==> src/trap_vectoring_regs.svh <==
/*
  Register offsets, field positions, reset values and codes of the
  interrupt and trap vectoring block.
  Assumes: included by bare name wherever one of these constants is used.
*/
`ifndef TRAP_VECTORING_REGS_SVH
`define TRAP_VECTORING_REGS_SVH

// core special register address of the interrupt vector base
`define IVB_OFFSET        16'hFE20
// base register bit 0 is reserved and reads as zero
`define IVB_RSVD_MASK     32'hFFFF_FFFE
`define IVB_RESET         32'h0000_0000

// entry spacing: 8 words = 32 bytes
`define VEC_SHIFT         5

`define PRIO_NONE         8'h00

`define CLS_MMU           3'h0
`define CLS_PROT          3'h1
`define CLS_INSTR         3'h2
`define CLS_CTX           3'h3
`define CLS_BUS           3'h4
`define CLS_ASSERT        3'h5
`define CLS_SYSTEM_CALL_INSTRUCTION       3'h6
`define CLS_NMI           3'h7

// first identification number of each cause vector
`define IDENT_BASE_MMU    8'h00
`define IDENT_BASE_OTHER  8'h01
`define IDENT_NMI         8'h00

// asynchronous bus class causes
`define IDENT_BUS_ASYNC_DATA      8'h03
`define IDENT_BUS_ASYNC_COPROC    8'h04
`define IDENT_BUS_ASYNC_INTEGRITY 8'h06

`endif

==> src/trap_vectoring_pkg.sv <==
/*
  Types shared by the vectoring block.
  Assumes: compiled before the design modules.
*/
package trap_vectoring_pkg;

  typedef enum logic [1:0] {st_idle, st_ident, st_fetch} vec_state_t;

  typedef logic [2:0] trap_class_t;
  typedef logic [7:0] prio_t;

endpackage

==> src/trap_interrupt_vectoring.sv <==
/*
  Interrupt and trap vectoring of the core: interrupt vector base register,
  trap classification and identification, D15 write and fetch redirect.
  Assumes: the pipeline holds each trap cause until trap_ack, every input is
  on clk, and the trap vector base register is kept elsewhere in the core.
*/
`timescale 1ns/100ps
`default_nettype none

`include "trap_vectoring_regs.svh"

module trap_interrupt_vectoring
  import trap_vectoring_pkg::*;
#(
  parameter logic [31:0] IVB_RESET_VALUE = `IVB_RESET
) (
  input  wire logic                            clk,
  input  wire logic                            nrst,
  input  wire logic [15:0]                     csr_addr,
  input  wire logic                            csr_write,
  input  wire logic                            csr_read,
  input  wire logic [31:0]                     csr_wdata,
  output logic      [31:0]                     csr_rdata,
  output logic                                 csr_hit,
  input  wire trap_vectoring_pkg::prio_t       pending_priority_number,
  input  wire logic                            int_accept,
  input  wire logic [31:0]                     trap_vector_base,
  input  wire logic [1:0]                      mmu_cause,
  input  wire logic [6:0]                      prot_cause,
  input  wire logic [4:0]                      instr_cause,
  input  wire logic [6:0]                      ctx_cause,
  input  wire logic [5:0]                      bus_cause,
  input  wire logic [1:0]                      assert_cause,
  input  wire logic                            system_call_instruction_req,
  input  wire logic [7:0]                      system_call_instruction_imm,
  input  wire logic                            nmi_req,
  output logic                                 trap_ack,
  output logic                                 gpr15_we,
  output logic      [7:0]                      trap_ident_number,
  output trap_vectoring_pkg::trap_class_t      trap_class_index,
  output logic                                 trap_synchronous,
  output logic                                 trap_hardware,
  output logic                                 fetch_redirect,
  output logic      [31:0]                     fetch_addr,
  output logic                                 fetch_is_trap,
  output logic                                 busy
);
  import trap_vectoring_pkg::*;

  // index of lowest set bit; lowest identification wins
  function automatic logic [2:0] first_set(input logic [6:0] v);
    logic [2:0] idx;
    idx = 3'h0;
    for (int i = 6; i >= 0; i--) begin
      if (v[i]) begin
        idx = 3'(i);
      end
    end
    return idx;
  endfunction

  logic [31:0] interrupt_vector_base;
  logic [31:0] next_ivb;
  logic [31:0] next_rdata;
  logic        next_hit;
  logic        ivb_sel;

  vec_state_t  state;
  vec_state_t  next_state;
  logic        int_pend;
  logic        next_int_pend;
  prio_t       int_prio;
  prio_t       next_int_prio;
  logic [31:0] next_fetch_addr;
  logic        next_is_trap;
  logic [7:0]  next_ident;
  trap_class_t next_class;
  logic        next_sync;
  logic        next_hw;

  logic        any_trap;
  trap_class_t sel_class;
  logic [7:0]  sel_ident;
  logic [31:0] int_entry;
  logic [31:0] trap_entry;

  // register access over the core special register port
  assign ivb_sel = (csr_addr == `IVB_OFFSET);

  always_comb begin
    next_ivb   = interrupt_vector_base;
    next_rdata = csr_rdata;
    next_hit   = csr_hit;
    if (csr_write && ivb_sel) begin
      next_ivb = csr_wdata & `IVB_RSVD_MASK;
    end
    if (csr_read) begin
      next_rdata = ivb_sel ? interrupt_vector_base : 32'h0000_0000;
      next_hit   = ivb_sel;
    end
  end

  always_ff @(posedge clk or negedge nrst) begin
    if (!nrst) begin
      interrupt_vector_base <= IVB_RESET_VALUE & `IVB_RSVD_MASK;
      csr_rdata             <= 32'h0000_0000;
      csr_hit               <= 1'b0;
    end else begin
      interrupt_vector_base <= next_ivb;
      csr_rdata             <= next_rdata;
      csr_hit               <= next_hit;
    end
  end

  // trap selection: no enable input exists, so nothing can mask a trap
  assign any_trap = (|mmu_cause) | (|prot_cause) | (|instr_cause) | (|ctx_cause)
                  | (|bus_cause) | (|assert_cause) | system_call_instruction_req | nmi_req;

  // lower class number first; within a class the lowest identification
  always_comb begin
    sel_class = `CLS_NMI;
    sel_ident = `IDENT_NMI;
    if (|mmu_cause) begin
      sel_class = `CLS_MMU;
      sel_ident = `IDENT_BASE_MMU + {5'h00, first_set({5'h00, mmu_cause})};
    end else if (|prot_cause) begin
      sel_class = `CLS_PROT;
      sel_ident = `IDENT_BASE_OTHER + {5'h00, first_set(prot_cause)};
    end else if (|instr_cause) begin
      sel_class = `CLS_INSTR;
      sel_ident = `IDENT_BASE_OTHER + {5'h00, first_set({2'h0, instr_cause})};
    end else if (|ctx_cause) begin
      sel_class = `CLS_CTX;
      sel_ident = `IDENT_BASE_OTHER + {5'h00, first_set(ctx_cause)};
    end else if (|bus_cause) begin
      sel_class = `CLS_BUS;
      sel_ident = `IDENT_BASE_OTHER + {5'h00, first_set({1'b0, bus_cause})};
    end else if (|assert_cause) begin
      sel_class = `CLS_ASSERT;
      sel_ident = `IDENT_BASE_OTHER + {5'h00, first_set({5'h00, assert_cause})};
    end else if (system_call_instruction_req) begin
      sel_class = `CLS_SYSTEM_CALL_INSTRUCTION;
      sel_ident = system_call_instruction_imm;
    end
  end

  vector_entry_former #(
    .INDEX_W (8)
  ) u_int_entry (
    .base  (interrupt_vector_base),
    .index (int_prio),
    .entry (int_entry)
  );

  vector_entry_former #(
    .INDEX_W (3)
  ) u_trap_entry (
    .base  (trap_vector_base),
    .index (sel_class),
    .entry (trap_entry)
  );

  // sequencer: idle -> ident (D15 write) -> fetch for traps, idle -> fetch for interrupts
  always_comb begin
    next_state      = state;
    next_int_pend   = int_pend;
    next_int_prio   = int_prio;
    next_fetch_addr = fetch_addr;
    next_is_trap    = fetch_is_trap;
    next_ident      = trap_ident_number;
    next_class      = trap_class_index;
    next_sync       = trap_synchronous;
    next_hw         = trap_hardware;
    unique case (state)
      st_idle: begin
        if (any_trap) begin
          next_state      = st_ident;
          next_fetch_addr = trap_entry;
          next_is_trap    = 1'b1;
          next_ident      = sel_ident;
          next_class      = sel_class;
          next_sync       = !((sel_class == `CLS_NMI) || ((sel_class == `CLS_BUS) &&
                            ((sel_ident == `IDENT_BUS_ASYNC_DATA) || (sel_ident == `IDENT_BUS_ASYNC_COPROC) ||
                             (sel_ident == `IDENT_BUS_ASYNC_INTEGRITY))));
          next_hw         = !((sel_class == `CLS_ASSERT) || (sel_class == `CLS_SYSTEM_CALL_INSTRUCTION));
        end else if (int_pend) begin
          next_state      = st_fetch;
          next_fetch_addr = int_entry;
          next_is_trap    = 1'b0;
          next_int_pend   = 1'b0;
        end
      end
      st_ident: next_state = st_fetch;
      st_fetch: next_state = st_idle;
    endcase
    // a new acceptance wins over the serve of the previous one
    if (int_accept && (pending_priority_number != `PRIO_NONE)) begin
      next_int_pend = 1'b1;
      next_int_prio = pending_priority_number;
    end
  end

  always_ff @(posedge clk or negedge nrst) begin
    if (!nrst) begin
      state             <= st_idle;
      int_pend          <= 1'b0;
      int_prio          <= `PRIO_NONE;
      fetch_addr        <= 32'h0000_0000;
      fetch_is_trap     <= 1'b0;
      trap_ident_number <= 8'h00;
      trap_class_index  <= 3'h0;
      trap_synchronous  <= 1'b0;
      trap_hardware     <= 1'b0;
    end else begin
      state             <= next_state;
      int_pend          <= next_int_pend;
      int_prio          <= next_int_prio;
      fetch_addr        <= next_fetch_addr;
      fetch_is_trap     <= next_is_trap;
      trap_ident_number <= next_ident;
      trap_class_index  <= next_class;
      trap_synchronous  <= next_sync;
      trap_hardware     <= next_hw;
    end
  end

  assign gpr15_we       = (state == st_ident);
  assign trap_ack       = (state == st_ident);
  assign fetch_redirect = (state == st_fetch);
  assign busy           = (state != st_idle);
endmodule // trap_interrupt_vectoring

`default_nettype wire

==> src/vector_entry_former.sv <==
/*
  Forms a vector table entry address: base ORed with index shifted left.
  Assumes: base alignment is the software's duty; overlapping bits are ORed.
*/
`timescale 1ns/100ps
`default_nettype none

`include "trap_vectoring_regs.svh"

module vector_entry_former #(
  parameter int INDEX_W = 8
) (
  input  wire logic [31:0]        base,
  input  wire logic [INDEX_W-1:0] index,
  output logic      [31:0]        entry
);

  logic [31:0] shifted;

  assign shifted = {{(32-INDEX_W-`VEC_SHIFT){1'b0}}, index, {`VEC_SHIFT{1'b0}}};
  assign entry   = base | shifted;

endmodule // vector_entry_former

`default_nettype wire
==> config.mk <==
export PLATFORM = sky130hd
export DESIGN_NAME = trap_interrupt_vectoring
export DESIGN_NICKNAME = d
export VERILOG_FILES = /design/src/trap_vectoring_pkg.sv /design/src/trap_interrupt_vectoring.sv /design/src/vector_entry_former.sv
export VERILOG_INCLUDE_DIRS = /design/src
export SDC_FILE = /design/constraint.sdc
export NUM_CORES = 1
export LEC_CHECK = 0
export BUFFER_PORTS_ARGS = -buffer_cell sky130_fd_sc_hd__buf_2
export CORE_MARGIN = 2
export CORE_UTILIZATION = 44
export DETAILED_ROUTE_END_ITERATION = 8
export PLACE_DENSITY = 0.82
export SYNTH_ARGS = -nofsm -noshare
export SYNTH_HDL_FRONTEND = slang
export SYNTH_SLANG_ARGS = --single-unit
==> constraint.sdc <==
create_clock -name clk -period 1.2 [get_ports clk]
set_input_delay 0.12 -clock clk [delete_from_list [all_inputs] [get_ports clk]]
set_output_delay 0.12 -clock clk [all_outputs]
set_load 0.03 [all_outputs]
==> results of run 1 <==
## state kept, by name, summed over array words and instances (netlist names)
signal,cells
csr_rdata,31
trap_class_index,3
state,2
int_prio,8
trap_ident_number,8
interrupt_vector_base,31
csr_hit,1
trap_synchronous,1
int_pend,1
fetch_addr,32
trap_hardware,1
fetch_is_trap,1
## worst min-delay path by stage
stage / start / to / slack [ps] / cells past startpoint
3_3_place_gp: nrst / fetch_addr[18]$_DFFE_PN0P_ / 3 / 1
4_1_cts: trap_vector_base[1] / fetch_addr[1]$_DFFE_PN0P_ / 2 / 3
3_5_place_dp: nrst / fetch_addr[18]$_DFFE_PN0P_ / 1 / 1
6_report: trap_vector_base[16] / fetch_addr[16]$_DFFE_PN0P_ / -3 / 3
2_1_floorplan: nrst / csr_hit$_DFFE_PN0P_ / -180 / 0
5_1_grt: trap_vector_base[16] / fetch_addr[16]$_DFFE_PN0P_ / 6 / 3
## layer usage
metal | global-route usage, % | routed length [µm] | vias to the layer above
met4 | 12.7 | 598 | 0
li1 | - | - | 2696
met5 | 0 | 0 | -
met1 | 33.7 | 7680 | 2883
met3 | 7.31 | 1390 | 54
met2 | 52.6 | 10800 | 301
## repair_timing
item / CTS / global route
cloned: 10 / 1
hold buffers: 55 / 0
pin swaps: 28 / 28
endpoints found under the hold margin: 174 / 0
buffers inserted: 18 / 5
gates resized for setup: 66 / 47
setup endpoints to repair: 53 / 75
## logic make-up after synthesis
family / share of synthesized area [%]
DFF: 53.5
adders and majority gates: 1.56
other: 0.0668
and+or+nand+nor: 15.7
buffers and inverters: 5.33
AOI/OAI and AO/OA: 12.9
muxes: 10.9
## synth_stat cells (all sizes together) (2+ instances only)
| cell type | instances |
|---|---|
| dfrtp | 120 |
| nand2 | 116 |
| o21ai | 52 |
| inv | 43 |
| mux2 | 31 |
| o22ai | 31 |
| mux2i | 26 |
| buf | 18 |
| nor2 | 15 |
| clkbuf | 13 |
| nor3 | 11 |
| or3 | 10 |
| a21oi | 7 |
| ha | 7 |
| nand2b | 6 |
| nor4 | 6 |
| or4 | 5 |
| o32ai | 4 |
| or2 | 4 |
| a211o | 3 |
| nand3b | 3 |
| nor2b | 3 |
| a211oi | 2 |
| a221oi | 2 |
| and2 | 2 |
| nand4 | 2 |
| nand4b | 2 |
| o31ai | 2 |
## layout make-up
cell class	count	area, µm²
Clock inverter	12	199
Multi-Input combinational cell	375	2780
Clock buffer	20	447
Tap cell	172	215
Fill cell	790	2940
Timing Repair Buffer	370	2770
Sequential cell	120	3000
Inverter	43	164
## report_power, final
part / leakage (µW) / switching (µW) / internal, µW / total [µW]
Clock: 0.000302 / 1830 / 3730 / 5560
Combinational: 0.00285 / 1750 / 1430 / 3170
Sequential: 0.00156 / 195 / 4330 / 4520
Total: 0.00471 / 3770 / 9480 / 13300
## worst max-delay path: cells and delay by family
family | cells | cell delay (ps)
AOI/OAI and AO/OA | 4 | 750
buffers and inverters | 1 | 110
and+or+nand+nor | 3 | 1400
## metrics by stage
stage / util [%] / instance area (µm²)
floorplan: - / 5790
global placement: 60.2 / 7530
detailed placement: 60.2 / 7530
CTS: 74.7 / 9350
global route: 76.5 / 9580
finish: 76.5 / 9580
==> impl_metrics.tcl, run 1 <==
set metrics [dict create \
    status "finished, violations left" \
    violations "hold timing, setup timing" \
    async_flop_share_pct 100 \
    crit_type "in -> reg" \
    hold_viol 1 \
    drtIter0Drc 371 \
    crit_slowest_cell "or4_4" \
    dieArea_um2 13700 \
    first_global_vias 6035 \
    cts_tree "done" \
    fin_crit_sh_pct 174 \
    cts_buffers 17 \
    ys_seq_area_share_pct 53.5 \
    die_w_um 117 \
    portBuffers 212 \
    wirelength_um 20500 \
    fin_tns_setup_ps -40950 \
    ys_warn_count 0 \
    final_cell_mix "buf_2 (205), dfrtp_1 (120), nand2_1 (92), buf_4 (75), dlygate4sd3_1 (55)" \
    ys_ff_latch 120 \
    die-height_um 117 \
    dp_worst_setup_slack_ps -1350 \
    critPathMaxFanout 2 \
    cp_cell_sequence "buf_2 -> or4_4 -> or4_1 -> a31oi_1 -> o221ai_1 -> or3b_1 -> o211a_1 -> o31a_1" \
    syn-cell-area_um2 5610 \
    synthTopCellsByArea "dfrtp_1 (54%), nand2_1 (7.8%), mux2_2 (6.2%)" \
    relSlewSlack_pct 60.2 \
    syn_nets 705 \
    synth.largest_area_cell "dfrtp_1" \
    yosysTopAreaCellShare_pct 53.5 \
    crit_arrival_ps 2390 \
    cp-startpoint "bus_cause[2]" \
    area_growth_pct 70.7 \
    dr_total_vias 5934 \
    clock_sinks 120 \
    start_util_pct 44.8 \
    synth_edf_count 0 \
    layout_commonest_cell "buf_2" \
    route.detailed.drc 0 \
    wl_per_cell_um 18.4 \
    grt_usage_pct 29.5 \
    power.leakage_uw 0.00471 \
    antenna_found_initial 0 \
    syn_avg_cell_area_um2 9.91 \
    finalWorstSetupSlack_ps -885 \
    synth_cell_type_count 54 \
    finalSetupViolCount 53 \
    finalClockSkew_ps 10.9 \
    synth-main-ff-cell "dfrtp_1" \
    clock_latency_ps 410 \
    worst-endpoint-required_ps 1500 \
    fin_crit_ps 2090 \
    worst_pin_slew_ps 590 \
    overflow 0 \
    fin_cells 1112 \
    cts_root_buf "clkbuf_16" \
    dp_cells 996 \
    endpoint_kind "flip-flop" \
    fmax_mhz 480 \
    worstReg2RegEnd "state[1]$_DFFE_PN0P_" \
    ir_drop_mv 0.935 \
    crit_end "trap_synchronous$_DFFE_PN0P_" \
    diodes 0 \
    htreeDepth 4 \
    place_congestion 0.886 \
    drive_above_1_share_pct 48.8 \
    drtPass1Iterations 4 \
    finalPower_uw 13300 \
    grt_pass1_wl_um 30400 \
    drtAntennaViolNets 0 \
    io_pins 215 \
    netlist_instances 566 \
    max_stage_delay_ps 530 \
    hold_ws_ps -2.79 \
    hold_path_class "in -> reg" \
    r2r_start "state[0]$_DFFE_PN0P_" \
    max_cap_viol_count 0 \
    viasPerCell 5.34 \
    dp_hpwl_um 11400 \
    core_um2 12500 \
    clk_pin_slew_ps 60 \
    rrSetupSlack_ps -360 \
    clockBufferDepth 2 \
    rows 41 \
    cp-start-kind "input pin" \
    grt_max_degree 64 \
    reg2regPathDepth 8 \
    fin_nets 1066 \
    rsz0062_at_grt "yes" \
    power_density_nw_per_um2 1380 \
    slew_viol_final 0 \
]
Power figures use the tool's default switching activity.
==> run 2, diff against run 1 <==
--- a/config.mk
+++ b/config.mk
@@ -10,6 +10,7 @@
 export CORE_MARGIN = 2
 export CORE_UTILIZATION = 44
 export DETAILED_ROUTE_END_ITERATION = 8
+export GPL_TIMING_DRIVEN = 0
 export PLACE_DENSITY = 0.82
 export SYNTH_ARGS = -nofsm -noshare
 export SYNTH_HDL_FRONTEND = slang
==> impl_metrics.tcl, run 2 (same netlist as run 1, synthesis figures left out) <==
set metrics [dict create \
    fillCellCount 746 \
    diodes 0 \
    dp_hpwl_um 12000 \
    first_global_vias 5926 \
    clock_latency_ps 410 \
    drive_above_1_share_pct 51.1 \
    grt_usage_pct 29.6 \
    finalSetupViolCount 97 \
    place_congestion 0.866 \
    hold_ws_ps 4.51 \
    fin_cells 1082 \
    max_cap_viol_count 0 \
    worst-endpoint-required_ps 1490 \
    viasPerCell 5.51 \
    power_density_nw_per_um2 1400 \
    core_um2 12500 \
    rsz0062_at_grt "yes" \
    clockBufferDepth 2 \
    pwr-share-seq_pct 33.6 \
    io_pins 215 \
    violations "setup timing" \
    clkPwrFrac_pct 41.9 \
    largest_register_ffs 32 \
    area_growth_pct 73.0 \
    internal-power_uw 9570 \
    ir_drop_mv 1.10 \
    p_switching_uw 4010 \
    htreeDepth 4 \
    final_cell_mix "buf_2 (203), dfrtp_1 (120), nand2_1 (77), dlygate4sd3_1 (59), inv_1 (40)" \
    multi_input_area_um2 3120 \
    status "finished, violations left" \
    antenna_found_initial 0 \
    worst_pin_slew_ps 572 \
    wirelength_um 22000 \
    fin_tns_setup_ps -36370 \
    seq_area_um2 3000 \
    drtIter0Drc 522 \
    power.leakage_uw 0.00458 \
    dieArea_um2 13700 \
    overflow 0 \
    grt_use_met2_pct 50.4 \
    endpoint_kind "flip-flop" \
    finalWorstSetupSlack_ps -925 \
    portBuffers 210 \
    critPathMaxFanout 3 \
    cts_root_buf "clkbuf_16" \
    reg_top3 "fetch_addr (32), csr_rdata (31), interrupt_vector_base (31)" \
    die_w_um 117 \
    cp-start-kind "input pin" \
    grt_max_degree 79 \
    fin_nets 1036 \
    layout_commonest_cell "buf_2" \
    clock_sinks 120 \
    fmax_mhz 471 \
    drtAntennaViolNets 0 \
    clk_pin_slew_ps 60 \
    hold_viol 0 \
    dp_cells 949 \
    relSlewSlack_pct 61.4 \
    slew_viol_final 0 \
    use_met1_pct 34.1 \
    power_frac_comb_pct 24.5 \
    rrSetupSlack_ps -280 \
    rows 41 \
    regMostFlops "fetch_addr" \
    start_util_pct 44.8 \
    finalClockSkew_ps 12.7 \
    crit_type "in -> reg" \
    grt_pass1_wl_um 30300 \
    fin_crit_sh_pct 177 \
    cts_buffers 17 \
    dr_total_vias 5963 \
    finalPower_uw 13600 \
    drtPass1Iterations 5 \
    route.detailed.drc 0 \
    die-height_um 117 \
    wl_per_cell_um 20.4 \
    grtUsageMet3_pct 8.55 \
    netSwitchingFraction_pct 29.5 \
    cts_tree "done" \
    crit_arrival_ps 2410 \
    hold_path_class "in -> reg" \
    final_util_pct 77.5 \
    fin_crit_ps 2120 \
    grt.busiest_layer "met2" \
]
## run 2: changes by cell type in the layout (fill, tap and decap cells not counted), moves of 5 or more
| cell | before | now |
|---|---|---|
| buf_16 | 7 | 2 |
| buf_4 | 75 | 21 |
| buf_6 | 13 | 24 |
| buf_8 | 1 | 8 |
| clkbuf_1 | 2 | 7 |
| mux2i_1 | 26 | 13 |
| mux2i_4 | 0 | 12 |
| nand2_1 | 92 | 77 |
| nand2_4 | 7 | 19 |
| o21ai_0 | 7 | 2 |
| o21ai_1 | 20 | 13 |
| o21ai_2 | 24 | 35 |
## run 2: final timing paths
path | start | to | cells after the start
max in group asynchronous | nrst | fetch_addr[29]$_DFFE_PN0P_ | 3
hold / removal | trap_vector_base[24] | fetch_addr[24]$_DFFE_PN0P_ | 3
min in group asynchronous | nrst | int_prio[0]$_DFFE_PN0P_ | 2
setup reg to reg | state[0]$_DFFE_PN0P_ | trap_synchronous$_DFFE_PN0P_ | 6
setup / recovery | bus_cause[3] | trap_synchronous$_DFFE_PN0P_ | 8
hold reg to reg | trap_ident_number[6]$_DFFE_PN0P_ | trap_ident_number[6]$_DFFE_PN0P_ | 2
## run 2: layout make-up
class                      count  share of cell area [%]
clock buffer                  20                    4.71
timing repair buffer         316                    23.3
clock inverter                12                    2.02
sequential                   120                    30.9
inverter                      43                    1.66
tap                          172                    2.22
multi-input combinational    372                    32.2
buffer                        27                    2.98
## run 2: power by group through the flow
stage               logic (µW)  clock network [µW]  registers (µW)
floorplan                  778                   0            4970
global placement          1990                   0            4530
detailed placement        2050                   0            4540
CTS                       3140                5680            4500
global route              3540                5860            4590
finish                    3330                5680            4570
## run 2: worst max-delay path, cell delays in order
cell and delay (ps):
buf_8 100, or4_4 540, or4_4 550, a31oi_4 160
o221ai_2 130, or3b_1 370, o211a_1 210, o31a_1 240
## run 2: stage by stage
stage	worst slack, ps	instance area (µm²)
6_report	-925	9710
5_1_grt	-986	9710
4_1_cts	-931	9290
3_5_place_dp	-1870	7090
3_3_place_gp	-1810	7050
2_1_floorplan	-1250	5790
## run 2: repair_timing
| action | CTS | global route |
|---|---|---|
| cloned | 10 | 2 |
| setup buffers | 32 | 11 |
| hold endpoints to repair | 100 | 0 |
| gates resized for setup | 119 | 132 |
| pin swaps | 59 | 38 |
| hold buffers | 59 | 0 |
| endpoints found under the setup margin | 53 | 113 |
## run 2: per-layer routing
layer  part of all wire (%)  routed length, µm  up-vias
met5                      0                  0        -
met4                    5.4               1200        0
met3                    7.3               1600       86
met2                     50              10900      313
met1                     38               8310     2923
li1                       -                  -     2641
